==> src/rtc_alarm_pkg.sv <==
package rtc_alarm_pkg;

  // Register byte addresses on the Avalon-MM slave
  localparam logic [4:0] ADDR_ALARM_WEEKDAY_DIGIT_HOURS = 5'h00;
  localparam logic [4:0] ADDR_ALARM_MIN_SEC    = 5'h04;
  localparam logic [4:0] ADDR_ALARM_CONFIG     = 5'h08;
  localparam logic [4:0] ADDR_CLOCK_TRIM       = 5'h0C;
  localparam logic [4:0] ADDR_STATUS           = 5'h10;

  // Implemented bits of the two alarm value registers
  localparam logic [15:0] WEEKDAY_DIGIT_HOURS_MASK = 16'h073F;
  localparam logic [15:0] MIN_SEC_MASK    = 16'h7F7F;

  // Field positions of the alarm weekday/hours register
  localparam int WEEKDAY_DIGIT_LSB  = 8;
  localparam int WEEKDAY_DIGIT_MSB  = 10;
  localparam int HOUR_LSB  = 0;
  localparam int HOUR_MSB  = 5;
  // Field positions of the alarm minutes/seconds register
  localparam int MIN_LSB   = 8;
  localparam int MIN_MSB   = 14;
  localparam int SEC_LSB   = 0;
  localparam int SEC_MSB   = 6;
  localparam int SEC_ONES_MSB = 3;

  // Field positions of the alarm configuration register
  localparam int CFG_ON_BIT    = 15;
  localparam int CFG_CHIME_BIT = 14;
  localparam int CFG_MASK_LSB  = 10;
  localparam int CFG_MASK_MSB  = 13;
  localparam int CFG_RPT_LSB   = 0;
  localparam int CFG_RPT_MSB   = 7;

  // Field positions of the clock configuration / trim register
  localparam int TRIM_LSB        = 0;
  localparam int TRIM_MSB        = 7;
  localparam int SYNC_FLAG_BIT   = 12;
  localparam int WR_UNLOCK_BIT   = 13;

  // Field positions of the status register
  localparam int STAT_PULSE_BIT  = 0;
  localparam int STAT_ADJ_BIT    = 1;
  localparam int STAT_MATCH_BIT  = 2;

  // Reset values and the chime wrap value of the repeat count
  localparam logic [7:0]  REPEAT_RESET = 8'h00;
  localparam logic [7:0]  REPEAT_WRAP  = 8'hFF;
  localparam logic [7:0]  TRIM_RESET   = 8'h00;
  localparam logic [15:0] VALUE_RESET  = 16'h0000;
  localparam logic [31:0] READ_ZERO    = 32'h0000_0000;

  // Shift applied to the trim magnitude: four pulses per unit of trim
  localparam int TRIM_SHIFT = 2;

  // Alarm interval codes
  typedef enum logic [3:0] {
    MASK_HALF_SEC = 4'h0,
    MASK_SEC      = 4'h1,
    MASK_TEN_SEC  = 4'h2,
    MASK_MINUTE   = 4'h3,
    MASK_TEN_MIN  = 4'h4,
    MASK_HOUR     = 4'h5,
    MASK_DAY      = 4'h6,
    MASK_WEEK     = 4'h7,
    MASK_MONTH    = 4'h8,
    MASK_YEAR     = 4'h9
  } interval_t;

  // Running clock digits, all BCD
  typedef struct packed {
    logic [4:0] month;   // tens 4, ones 3:0
    logic [5:0] day;     // tens 5:4, ones 3:0
    logic [2:0] weekday_digit;
    logic [5:0] hour;    // tens 5:4, ones 3:0
    logic [6:0] minute;  // tens 6:4, ones 3:0
    logic [6:0] second;  // tens 6:4, ones 3:0
  } clock_time_t;

  // Alarm month/day value, same BCD layout as the clock
  typedef struct packed {
    logic [4:0] month;
    logic [5:0] day;
  } month_day_t;

endpackage : rtc_alarm_pkg

==> src/rtc_alarm_cal.sv <==
`timescale 1ns/1ps
module rtc_alarm_cal (
  input  wire logic                       clk,
  input  wire logic                       srst,
  // Avalon-MM slave
  input  wire logic [4:0]                 address,
  input  wire logic                       read,
  input  wire logic                       write,
  input  wire logic [31:0]                writedata,
  input  wire logic [3:0]                 byteenable,
  output logic      [31:0]                readdata,
  output logic                            waitrequest,
  // Running clock
  input  wire rtc_alarm_pkg::clock_time_t now_time,
  input  wire rtc_alarm_pkg::month_day_t  alarm_month_day,
  input  wire logic                       half_sec_tick,
  input  wire logic                       time_update,
  input  wire logic                       minute_tick,
  input  wire logic                       rollover_pending_flag,
  // Alarm outputs
  output logic                            alarm_irq,
  output logic                            alarm_pulse,
  // Trim pulses towards the clock counter
  output logic                            trim_add_pulse,
  output logic                            trim_sub_pulse
);

  // Stored alarm value registers and configuration
  logic [15:0]                  alarm_weekday_hours;
  logic [15:0]                  alarm_minutes_seconds;
  logic                         alarm_on;
  logic                         chime;
  logic [3:0]                   alarm_interval_select;
  logic [7:0]                   repeat_count;
  logic [7:0]                   trim;
  logic                         clock_write_unlock;

  // Internal state
  logic                         bus_req;
  logic                         bus_take;
  logic                         wr_take;
  logic                         prev_match;
  logic                         digits_match;
  logic                         alarm_event;
  logic [9:0]                   adjust_left;
  logic                         adjust_down;
  logic [31:0]                  next_readdata;
  logic [7:0]                   abs_trim;

  // Byte-lane merge: keeps old bits where the lane is not enabled
  function automatic logic [15:0] merge_low(input logic [15:0] old_val,
                                            input logic [31:0] wdata,
                                            input logic [3:0]  be);
    logic [15:0] res;
    res = old_val;
    if (be[0]) begin
      res[7:0] = wdata[7:0];
    end
    if (be[1]) begin
      res[15:8] = wdata[15:8];
    end
    return res;
  endfunction : merge_low

  // Whether the selected interval code compares the given digit group
  function automatic logic uses_code(input logic [3:0] code,
                                     input logic [3:0] first);
    return (code >= first) && (code <= rtc_alarm_pkg::MASK_YEAR);
  endfunction : uses_code

  // Write strobe for one register; every writable register shares this decode
  function automatic logic write_hits(input logic       take,
                                      input logic [4:0] addr,
                                      input logic [4:0] target);
    return take && (addr == target);
  endfunction : write_hits

  // A request is taken on the edge where waitrequest is seen low
  assign bus_req  = read | write;
  assign bus_take = bus_req & ~waitrequest;
  assign wr_take  = write & ~waitrequest;

  // Slave answers one cycle after the request appears, then re-arms
  always_ff @(posedge clk) begin
    if (srst) begin
      waitrequest <= 1'b1;
    end else if (bus_req && waitrequest) begin
      waitrequest <= 1'b0;
    end else begin
      waitrequest <= 1'b1;
    end
  end

  // Read mux; unmapped addresses answer zero
  always_comb begin
    next_readdata = rtc_alarm_pkg::READ_ZERO;
    case (address)
      rtc_alarm_pkg::ADDR_ALARM_WEEKDAY_DIGIT_HOURS: begin
        next_readdata[15:0] = alarm_weekday_hours & rtc_alarm_pkg::WEEKDAY_DIGIT_HOURS_MASK;
      end
      rtc_alarm_pkg::ADDR_ALARM_MIN_SEC: begin
        next_readdata[15:0] = alarm_minutes_seconds & rtc_alarm_pkg::MIN_SEC_MASK;
      end
      rtc_alarm_pkg::ADDR_ALARM_CONFIG: begin
        next_readdata[rtc_alarm_pkg::CFG_ON_BIT]    = alarm_on;
        next_readdata[rtc_alarm_pkg::CFG_CHIME_BIT] = chime;
        next_readdata[rtc_alarm_pkg::CFG_MASK_MSB:rtc_alarm_pkg::CFG_MASK_LSB] =
          alarm_interval_select;
        next_readdata[rtc_alarm_pkg::CFG_RPT_MSB:rtc_alarm_pkg::CFG_RPT_LSB] = repeat_count;
      end
      rtc_alarm_pkg::ADDR_CLOCK_TRIM: begin
        next_readdata[rtc_alarm_pkg::TRIM_MSB:rtc_alarm_pkg::TRIM_LSB] = trim;
        next_readdata[rtc_alarm_pkg::SYNC_FLAG_BIT] = rollover_pending_flag;
        next_readdata[rtc_alarm_pkg::WR_UNLOCK_BIT] = clock_write_unlock;
      end
      rtc_alarm_pkg::ADDR_STATUS: begin
        next_readdata[rtc_alarm_pkg::STAT_PULSE_BIT] = alarm_pulse;
        next_readdata[rtc_alarm_pkg::STAT_ADJ_BIT]   = (adjust_left != 10'h000);
        next_readdata[rtc_alarm_pkg::STAT_MATCH_BIT] = prev_match;
      end
      default: begin
        next_readdata = rtc_alarm_pkg::READ_ZERO;
      end
    endcase
  end

  // Read data is captured as waitrequest drops and held until the next answer
  always_ff @(posedge clk) begin
    if (srst) begin
      readdata <= rtc_alarm_pkg::READ_ZERO;
    end else if (read && waitrequest) begin
      readdata <= next_readdata;
    end
  end

  // Alarm weekday/hours value; writes without unlock are dropped silently
  always_ff @(posedge clk) begin
    if (srst) begin
      alarm_weekday_hours <= rtc_alarm_pkg::VALUE_RESET;
    end else if (write_hits(wr_take, address, rtc_alarm_pkg::ADDR_ALARM_WEEKDAY_DIGIT_HOURS) &&
                 clock_write_unlock) begin
      alarm_weekday_hours <= merge_low(alarm_weekday_hours, writedata, byteenable)
                             & rtc_alarm_pkg::WEEKDAY_DIGIT_HOURS_MASK;
    end
  end

  // Alarm minutes/seconds value
  always_ff @(posedge clk) begin
    if (srst) begin
      alarm_minutes_seconds <= rtc_alarm_pkg::VALUE_RESET;
    end else if (write_hits(wr_take, address, rtc_alarm_pkg::ADDR_ALARM_MIN_SEC)) begin
      alarm_minutes_seconds <= merge_low(alarm_minutes_seconds, writedata, byteenable)
                               & rtc_alarm_pkg::MIN_SEC_MASK;
    end
  end

  // Trim value and write-unlock bit
  always_ff @(posedge clk) begin
    if (srst) begin
      trim               <= rtc_alarm_pkg::TRIM_RESET;
      clock_write_unlock <= 1'b0;
    end else if (write_hits(wr_take, address, rtc_alarm_pkg::ADDR_CLOCK_TRIM)) begin
      if (byteenable[0]) begin
        trim <= writedata[rtc_alarm_pkg::TRIM_MSB:rtc_alarm_pkg::TRIM_LSB];
      end
      if (byteenable[1]) begin
        clock_write_unlock <= writedata[rtc_alarm_pkg::WR_UNLOCK_BIT];
      end
    end
  end

  // Digit compare for the selected interval; wider codes include narrower digits, except the weekday, compared for the weekly code only
  always_comb begin
    digits_match = 1'b1;
    if (uses_code(alarm_interval_select, rtc_alarm_pkg::MASK_TEN_SEC) &&
        now_time.second[rtc_alarm_pkg::SEC_ONES_MSB:0] !=
        alarm_minutes_seconds[rtc_alarm_pkg::SEC_ONES_MSB:rtc_alarm_pkg::SEC_LSB]) begin
      digits_match = 1'b0;
    end
    // Both second digits
    if (uses_code(alarm_interval_select, rtc_alarm_pkg::MASK_MINUTE) &&
        now_time.second !=
        alarm_minutes_seconds[rtc_alarm_pkg::SEC_MSB:rtc_alarm_pkg::SEC_LSB]) begin
      digits_match = 1'b0;
    end
    // Minute ones digit
    if (uses_code(alarm_interval_select, rtc_alarm_pkg::MASK_TEN_MIN) &&
        now_time.minute[rtc_alarm_pkg::SEC_ONES_MSB:0] !=
        alarm_minutes_seconds[rtc_alarm_pkg::MIN_LSB+rtc_alarm_pkg::SEC_ONES_MSB:
                              rtc_alarm_pkg::MIN_LSB]) begin
      digits_match = 1'b0;
    end
    // Both minute digits
    if (uses_code(alarm_interval_select, rtc_alarm_pkg::MASK_HOUR) &&
        now_time.minute !=
        alarm_minutes_seconds[rtc_alarm_pkg::MIN_MSB:rtc_alarm_pkg::MIN_LSB]) begin
      digits_match = 1'b0;
    end
    // Both hour digits
    if (uses_code(alarm_interval_select, rtc_alarm_pkg::MASK_DAY) &&
        now_time.hour !=
        alarm_weekday_hours[rtc_alarm_pkg::HOUR_MSB:rtc_alarm_pkg::HOUR_LSB]) begin
      digits_match = 1'b0;
    end
    // Weekday only for the weekly code
    if (alarm_interval_select == rtc_alarm_pkg::MASK_WEEK &&
        now_time.weekday_digit !=
        alarm_weekday_hours[rtc_alarm_pkg::WEEKDAY_DIGIT_MSB:rtc_alarm_pkg::WEEKDAY_DIGIT_LSB]) begin
      digits_match = 1'b0;
    end
    // Day of month, for the monthly and yearly codes
    // Feb 29th only meets in leap years
    if (uses_code(alarm_interval_select, rtc_alarm_pkg::MASK_MONTH) &&
        now_time.day != alarm_month_day.day) begin
      digits_match = 1'b0;
    end
    if (alarm_interval_select == rtc_alarm_pkg::MASK_YEAR &&
        now_time.month != alarm_month_day.month) begin
      digits_match = 1'b0;
    end
  end

  // Match history, sampled on each clock update so equality is seen once
  // It runs while alarms are off too, so enabling never fires on a stale match
  always_ff @(posedge clk) begin
    if (srst) begin
      prev_match <= 1'b0;
    end else if (time_update) begin
      prev_match <= digits_match;
    end
  end

  // Event selection per interval code
  always_comb begin
    alarm_event = 1'b0;
    if (alarm_on) begin
      case (alarm_interval_select)
        rtc_alarm_pkg::MASK_HALF_SEC: begin
          alarm_event = half_sec_tick;
        end
        rtc_alarm_pkg::MASK_SEC: begin
          alarm_event = time_update;
        end
        rtc_alarm_pkg::MASK_TEN_SEC, rtc_alarm_pkg::MASK_MINUTE,
        rtc_alarm_pkg::MASK_TEN_MIN, rtc_alarm_pkg::MASK_HOUR,
        rtc_alarm_pkg::MASK_DAY, rtc_alarm_pkg::MASK_WEEK,
        rtc_alarm_pkg::MASK_MONTH, rtc_alarm_pkg::MASK_YEAR: begin
          alarm_event = time_update & digits_match & ~prev_match;
        end
        // Reserved codes never fire
        default: begin
          alarm_event = 1'b0;
        end
      endcase
    end
  end

  // Configuration; an alarm event in the same cycle as a write wins for enable and count
  always_ff @(posedge clk) begin
    if (srst) begin
      alarm_on              <= 1'b0;
      chime                 <= 1'b0;
      alarm_interval_select <= rtc_alarm_pkg::MASK_HALF_SEC;
      repeat_count          <= rtc_alarm_pkg::REPEAT_RESET;
    end else begin
      if (write_hits(wr_take, address, rtc_alarm_pkg::ADDR_ALARM_CONFIG)) begin
        if (byteenable[0]) begin
          repeat_count <= writedata[rtc_alarm_pkg::CFG_RPT_MSB:rtc_alarm_pkg::CFG_RPT_LSB];
        end
        if (byteenable[1]) begin
          alarm_on              <= writedata[rtc_alarm_pkg::CFG_ON_BIT];
          chime                 <= writedata[rtc_alarm_pkg::CFG_CHIME_BIT];
          alarm_interval_select <=
            writedata[rtc_alarm_pkg::CFG_MASK_MSB:rtc_alarm_pkg::CFG_MASK_LSB];
        end
      end
      if (alarm_event) begin
        if (repeat_count != rtc_alarm_pkg::REPEAT_RESET) begin
          repeat_count <= repeat_count - 8'h01;
        end else if (chime) begin
          repeat_count <= rtc_alarm_pkg::REPEAT_WRAP;
        end else begin
          alarm_on <= 1'b0;
        end
      end
    end
  end

  // Alarm request pulse and half-rate pulse output
  always_ff @(posedge clk) begin
    if (srst) begin
      alarm_irq   <= 1'b0;
      alarm_pulse <= 1'b0;
    end else begin
      alarm_irq <= alarm_event;
      if (alarm_event) begin
        alarm_pulse <= ~alarm_pulse;
      end
    end
  end

  // Magnitude of the signed trim; -128 gives 128 so the count fits ten bits
  assign abs_trim = trim[rtc_alarm_pkg::TRIM_MSB] ? (8'h00 - trim) : trim;

  // Pulse budget loaded each minute and spent one pulse per clock
  always_ff @(posedge clk) begin
    if (srst) begin
      adjust_left <= 10'h000;
      adjust_down <= 1'b0;
    // A new minute drops whatever is left of a train still running
    end else if (minute_tick) begin
      adjust_left <= 10'(abs_trim) << rtc_alarm_pkg::TRIM_SHIFT;
      adjust_down <= trim[rtc_alarm_pkg::TRIM_MSB];
    end else if (adjust_left != 10'h000) begin
      adjust_left <= adjust_left - 10'h001;
    end
  end

  // Trim pulses towards the clock counter
  always_ff @(posedge clk) begin
    if (srst) begin
      trim_add_pulse <= 1'b0;
      trim_sub_pulse <= 1'b0;
    end else begin
      trim_sub_pulse <= (adjust_left != 10'h000) & adjust_down & ~minute_tick;
      trim_add_pulse <= (adjust_left != 10'h000) & ~adjust_down & ~minute_tick;
    end
  end

endmodule : rtc_alarm_cal

==> config.mk <==
export PLATFORM = sky130hd
export DESIGN_NAME = rtc_alarm_cal
export DESIGN_NICKNAME = d
export VERILOG_FILES = /design/src/rtc_alarm_pkg.sv /design/src/rtc_alarm_cal.sv
export SDC_FILE = /design/constraint.sdc
export NUM_CORES = 1
export LEC_CHECK = 0
export BUFFER_PORTS_ARGS = -buffer_cell sky130_fd_sc_hd__buf_2
export CAP_MARGIN = 15
export CORE_MARGIN = 5
export CORE_UTILIZATION = 45
export CTS_CLUSTER_DIAMETER = 60
export DETAILED_ROUTE_END_ITERATION = 12
export PLACE_DENSITY = 0.83
export SLEW_MARGIN = 40
export SYNTH_ARGS = -nofsm -noshare
export SYNTH_HDL_FRONTEND = slang
export SYNTH_SLANG_ARGS = --single-unit
==> constraint.sdc <==
create_clock -name clk -period 3 [get_ports clk]
set_input_delay 0.6 -clock clk [delete_from_list [all_inputs] [get_ports clk]]
set_output_delay 0.6 -clock clk [all_outputs]
set_load 0.005 [all_outputs]
== Word level (Yosys, flattened, before mapping) ==
Cells that the tools add are included.

* Word-level logic and storage cells: 129
* Bits in registers: 79
* Input bits: 94

* Eq/ne operators: 21
* Add/sub/neg operators: 3
* $lt $le $gt $ge: 7
* Muxes and demuxes: 30
* Reductions and logical operators: 35
* Bitwise operators: 13

{| class="wikitable"
|+ Operator list
! kind !! count
|-
| two-way mux 8 bit || 6
|-
| logical AND 1 bit || 21
|-
| two-way mux 10 bit || 2
|-
| case mux 5 bit (4 select lines) || 1
|-
| == test 4 x 3 -> 1 bit (second input constant) || 4
|-
| two-way mux 1 bit || 15
|-
| case mux 3 bit (5 select lines) || 1
|-
| != test 7 bit || 2
|-
| AND reduction 2 bit || 7
|-
| greater-or-equal comparator 4 x 3 -> 1 bit (second input constant) || 3
|-
| != test 6 bit || 2
|-
| case mux 2 bit (3 select lines) || 2
|-
| == test 5 x 4 -> 1 bit (second input constant) || 2
|-
| nonzero test 10 bit || 1
|-
| subtractor 10 x 1 -> 10 bit (second input constant) || 1
|-
| == test 4 x 2 -> 1 bit (second input constant) || 2
|-
| == test 4 bit (second input constant) || 2
|-
| greater-or-equal comparator 4 x 2 -> 1 bit (second input constant) || 2
|-
| != test 4 bit || 2
|-
| case mux 2 bit (2 select lines) || 2
|-
| nonzero test 8 bit || 1
|-
| OR reduction 8 bit || 1
|-
| subtractor 1 x 8 -> 8 bit (first input constant) || 1
|-
| subtractor 8 x 1 -> 8 bit (second input constant) || 1
|-
| 15 further kinds || 25
|}

== Longest topological paths before layout ==
* Depth in word-level cells: 16
* Gate-level depth with buffers: 8
* Gate-level depth less buffers: 8

== Worst setup path before layout ==
No wires, ideal clock.

* Kind: input-to-reg
* From: in now_time[2] (netlist name)
* To: reg repeat_count[1]
* Cell stages on the path: 8
* Setup slack: 0.615 ns
* Data arrival time: 2.238 ns
* Path through: xnor2_1 nand4_1 o41ai_1 o2111ai_1 o31ai_4 and2_2 buf_4 a221oi_2

* Longest elaborated chain between the ends: 15
* Elaborated cells on any way between the ends: 17
* Classes of those cells: 2 x eq/ne; 11 x mux; 2 x bitwise; 2 x reduce/logical

{| class="wikitable"
|+ RTL lines
! element !! line !! text
|-
| from (decl) || rtc_alarm_cal.sv:14 || <nowiki>input wire rtc_alarm_pkg::clock_time_t now_time,</nowiki>
|-
| != test 4 bit || rtc_alarm_cal.sv:176 || <nowiki>now_time.second[rtc_alarm_pkg::SEC_ONES_MSB:0] !=</nowiki>
|-
| logical AND 1 bit || rtc_alarm_cal.sv:175 || <nowiki>if (uses_code(alarm_interval_select, rtc_alarm_pkg::MASK_TEN_SEC) &&</nowiki>
|-
| two-way mux 1 bit || rtc_alarm_cal.sv:175 ||
|-
| two-way mux 1 bit * || rtc_alarm_cal.sv:181 || <nowiki>if (uses_code(alarm_interval_select, rtc_alarm_pkg::MASK_MINUTE) &&</nowiki>
|-
| two-way mux 1 bit * || rtc_alarm_cal.sv:187 || <nowiki>if (uses_code(alarm_interval_select, rtc_alarm_pkg::MASK_TEN_MIN) &&</nowiki>
|-
| two-way mux 1 bit * || rtc_alarm_cal.sv:194 || <nowiki>if (uses_code(alarm_interval_select, rtc_alarm_pkg::MASK_HOUR) &&</nowiki>
|-
| two-way mux 1 bit * || rtc_alarm_cal.sv:200 || <nowiki>if (uses_code(alarm_interval_select, rtc_alarm_pkg::MASK_DAY) &&</nowiki>
|-
| two-way mux 1 bit * || rtc_alarm_cal.sv:206 || <nowiki>if (alarm_interval_select == rtc_alarm_pkg::MASK_WEEK &&</nowiki>
|-
| two-way mux 1 bit * || rtc_alarm_cal.sv:213 || <nowiki>if (uses_code(alarm_interval_select, rtc_alarm_pkg::MASK_MONTH) &&</nowiki>
|-
| two-way mux 1 bit * || rtc_alarm_cal.sv:217 || <nowiki>if (alarm_interval_select == rtc_alarm_pkg::MASK_YEAR &&</nowiki>
|-
| AND 1 bit * (2 in series) || rtc_alarm_cal.sv:248 || <nowiki>alarm_event = time_update & digits_match & ~prev_match;</nowiki>
|-
| case mux 1 bit (3 select lines) * || rtc_alarm_cal.sv:237 || <nowiki>case (alarm_interval_select)</nowiki>
|-
| two-way mux 1 bit * || rtc_alarm_cal.sv:236 || <nowiki>if (alarm_on) begin</nowiki>
|-
| two-way mux 8 bit * || rtc_alarm_cal.sv:277 || <nowiki>if (alarm_event) begin</nowiki>
|-
| to (signal assigned) || rtc_alarm_cal.sv:264 || <nowiki>repeat_count <= rtc_alarm_pkg::REPEAT_RESET;</nowiki>
|-
| to (signal assigned) || rtc_alarm_cal.sv:279 || <nowiki>repeat_count <= repeat_count - 8'h01;</nowiki>
|-
| to (signal assigned) || rtc_alarm_cal.sv:281 || <nowiki>repeat_count <= rtc_alarm_pkg::REPEAT_WRAP;</nowiki>
|-
| to (decl) || rtc_alarm_cal.sv:34 || <nowiki>logic [7:0] repeat_count;</nowiki>
|}

Every way passes the cells marked *; elsewhere a longest branch is shown, timed or not.
A chain may end at the register's enable or synchronous reset.

== Worst setup path in the final report ==
* From: reg alarm_minutes_seconds[3]
* To: reg repeat_count[0]

* Longest elaborated chain between the ends: 15
* Elaborated cells on any way between the ends: 17
* Classes of those cells: 2 x eq/ne; 11 x mux; 2 x bitwise; 2 x reduce/logical

{| class="wikitable"
|+ RTL lines
! element !! line !! text
|-
| from (decl) || rtc_alarm_cal.sv:30 || <nowiki>logic [15:0] alarm_minutes_seconds;</nowiki>
|-
| from (signal assigned) || rtc_alarm_cal.sv:150 || <nowiki>alarm_minutes_seconds <= rtc_alarm_pkg::VALUE_RESET;</nowiki>
|-
| from (signal assigned) || rtc_alarm_cal.sv:152 || <nowiki>alarm_minutes_seconds <= merge_low(alarm_minutes_seconds, writedata, byteenable)</nowiki>
|-
| != test 4 bit || rtc_alarm_cal.sv:176 ||
|-
| logical AND 1 bit || rtc_alarm_cal.sv:175 ||
|-
| two-way mux 1 bit || rtc_alarm_cal.sv:175 ||
|-
| two-way mux 1 bit * || rtc_alarm_cal.sv:181 ||
|-
| two-way mux 1 bit * || rtc_alarm_cal.sv:187 ||
|-
| two-way mux 1 bit * || rtc_alarm_cal.sv:194 ||
|-
| two-way mux 1 bit * || rtc_alarm_cal.sv:200 ||
|-
| two-way mux 1 bit * || rtc_alarm_cal.sv:206 ||
|-
| two-way mux 1 bit * || rtc_alarm_cal.sv:213 ||
|-
| two-way mux 1 bit * || rtc_alarm_cal.sv:217 ||
|-
| AND 1 bit * (2 in series) || rtc_alarm_cal.sv:248 ||
|-
| case mux 1 bit (3 select lines) * || rtc_alarm_cal.sv:237 ||
|-
| two-way mux 1 bit * || rtc_alarm_cal.sv:236 ||
|-
| two-way mux 8 bit * || rtc_alarm_cal.sv:277 ||
|}

Marks and branches as above.

==> reports/results.ini <==
[floorplanning]
ios = 131
dieArea_um2 = 11500
initial_core_util_pct = 46.0
die_w_um = 107
core_region_area_um2 = 9240
row_count = 35
dieHeight_um = 107

[sta]
setup_viol = 0
slew-limit-headroom_pct = 46.1
fin_crit_ns = 2.58
tightest_slew_ns = 0.808
final-hold-violation-count = 0
period_share_pct = 85.9
skew_ns = 0.00833
max_freq_ghz = 0.388
setup_tns_ns = 0
final_max_slew_viol_count = 0
rsz0062_at_grt = false

[job]
maxCapViolations = 0

[clock_network]
clkSlewWorstSetupHoldPaths_ns = 0.09
root_buffer = clkbuf_8
htreeDepth = 3
cts_tree = yes
clock_sinks = 79
cts_made_buffers = 9
clock_path_buffers = 2
cts_resized = 0
clkLatencyLatePin_ns = 0.36
hold_buffers = 0
post_cts_buffers = 0

[detailed_routing]
drc = 0
ant_nets = 0
viasPerCell = 5.60
avgRoutedWirePerCell_um = 17.2
routed_wl_um = 12000
firstDrtPassIters = 5
vias = 3911
drtIter0Drc = 306

[worst_setup_path]
end_kind = flop
criticalPathCategory = flop to flop
arrival_ns = 2.81
worstPathMaxFanout = 7
start_kind = flop
worstPathRequired_ns = 3.23

[cells_and_area]
fillCellCount = 855
fin_nets = 662
syn_to_final_growth_pct = 17.6
diodes = 0
final_layout_size_suffix_gt1_share_pct = 25.3
stdcell_area_um2 = 5000

[global_routing]
grt_first_pass_wirelength_um = 19000
grt.total_usage_pct = 20.7
first_global_vias = 3861
grt_antenna_before_repair = 0
grt-ovfl-total = 0
grt_max_degree = 31

[place]
place_area_um2 = 4820
numPortBuffers = 96
hpwl_um = 9250
gp_congestion = 0.947

[power]
total_power_uw = 2210
max-vdd-ir-drop_mv = 0.221
powerDensity_nw_per_um2 = 442
leakage_uw = 0.00214

[yosys]
synth-main-ff-cell = dfxtp_1
yosysSeqAreaShare_pct = 37.2
postSynthCellCount = 471
ys_types = 48
synth_edf_count = 0
syn_avg_cell_area_um2 = 9.03
ys_ff_latch = 79
async_reset_ff_share_pct = 0
yosysWarnings = 0
syn-cell-area_um2 = 4250

[worst_hold_path]
hold_path.class = flop to flop

[status]
status = complete, no violations

routing by layer:
metal / vias up / GRT usage [%] / part of all wire [%]
met5: - / 0 / 0
met4: 0 / 4.84 / 0.69
met3: 10 / 6.20 / 9.3
met2: 182 / 34.6 / 49
met1: 1890 / 26.2 / 41
li1: 1829 / - / -
through the flow:
stage	cells	hold slack (ns)	setup slack [ns]	util, %
final	698	0.444	0.423	54.1
after global placement	682	0.418	0.247	52.2
after floorplan	486	0.405	0.615	-
after CTS	698	0.442	0.461	54.1
after global routing	698	0.460	0.322	54.1
after detailed placement	682	0.432	0.160	52.2
worst paths after layout:
path                                                       startpoint                         end  slack [ns]  depth (start not counted)
worst min register to register               adjust_down$_SDFFE_PP0P_   trim_add_pulse$_SDFF_PP0_        0.44                          1
worst min-delay path                         adjust_down$_SDFFE_PP0P_   trim_add_pulse$_SDFF_PP0_        0.44                          1
worst max register to register  alarm_minutes_seconds[3]$_SDFFE_PP0P_  repeat_count[0]$_SDFF_PP0_        0.42                          7
worst max-delay path            alarm_minutes_seconds[3]$_SDFFE_PP0P_  repeat_count[0]$_SDFF_PP0_        0.42                          7
cell type report:
cell class | instances | area (um^2) | area share, %
Tap cell | 129 | 161 | 3.23
Inverter | 9 | 33.8 | 0.675
Multi-Input combinational cell | 357 | 2470 | 49.5
Sequential cell | 79 | 1580 | 31.6
Timing Repair Buffer | 108 | 571 | 11.4
Clock inverter | 7 | 56.3 | 1.13
Clock buffer | 9 | 124 | 2.48
synthesized netlist by cell type (8+ instances only):
cell type	number	area share (%)
dfxtp_1	79	37
mux2i_1	48	11
xnor2_1	33	6.8
inv_1	9	0.79
a21oi_1	11	1.3
clkbuf_1	22	1.9
buf_4	17	3.0
nand2_1	22	1.9
a221oi_1	11	2.3
nor3_1	16	1.9
nor2_1	71	6.3
xor2_1	19	3.9
o21ai_0	11	1.3
a221oi_2	8	2.8
state kept, by name, indices dropped and copies added (netlist names), 4 cells and up:
name                   flops
readdata                  16
alarm_minutes_seconds     14
adjust_left               10
alarm_weekday_hours        9
repeat_count               8
trim                       8
alarm_interval_select      4
cell usage in the layout, fill, tap and decap left out, drive strengths merged, types with 6 or more instances in the layout:
cell / instances
dfxtp: 79
a211oi: 7
and2: 7
nand2: 22
xor2: 19
nor2: 71
nand4: 7
clkbuf: 9
mux2: 7
nor3: 16
nor4: 6
mux2i: 48
xnor2: 34
o21ai: 12
nand3: 7
a21oi: 11
and3: 7
buf: 108
inv: 12
conb: 16
a22oi: 6
a221oi: 19
cell families after synthesis:
group / Yosys count / synth area share (%)
and+or+nand+nor: 156 / 17.0
other: 1 / 0.0882
buffers and inverters: 50 / 5.94
AOI/OAI and AO/OA: 73 / 14.3
muxes: 55 / 13.2
DFF: 79 / 37.2
xor gates and xnor gates: 53 / 11.1
adders and majority gates: 4 / 1.18
where the power goes:
part           switching (uW)  internal (uW)
logic                     209            162
registers                23.6           1080
clock network             427            310
worst max-delay path, stage by stage, from the launching register on:
cell	delay (ns)
dfxtp_1	0.35
xnor2_1	0.20
nand4_1	0.19
o41ai_1	0.44
o2111ai_1	0.29
o31ai_4	0.47
and2_2	0.38
a221oi_2	0.11
(Power assumes the default switching activity.)
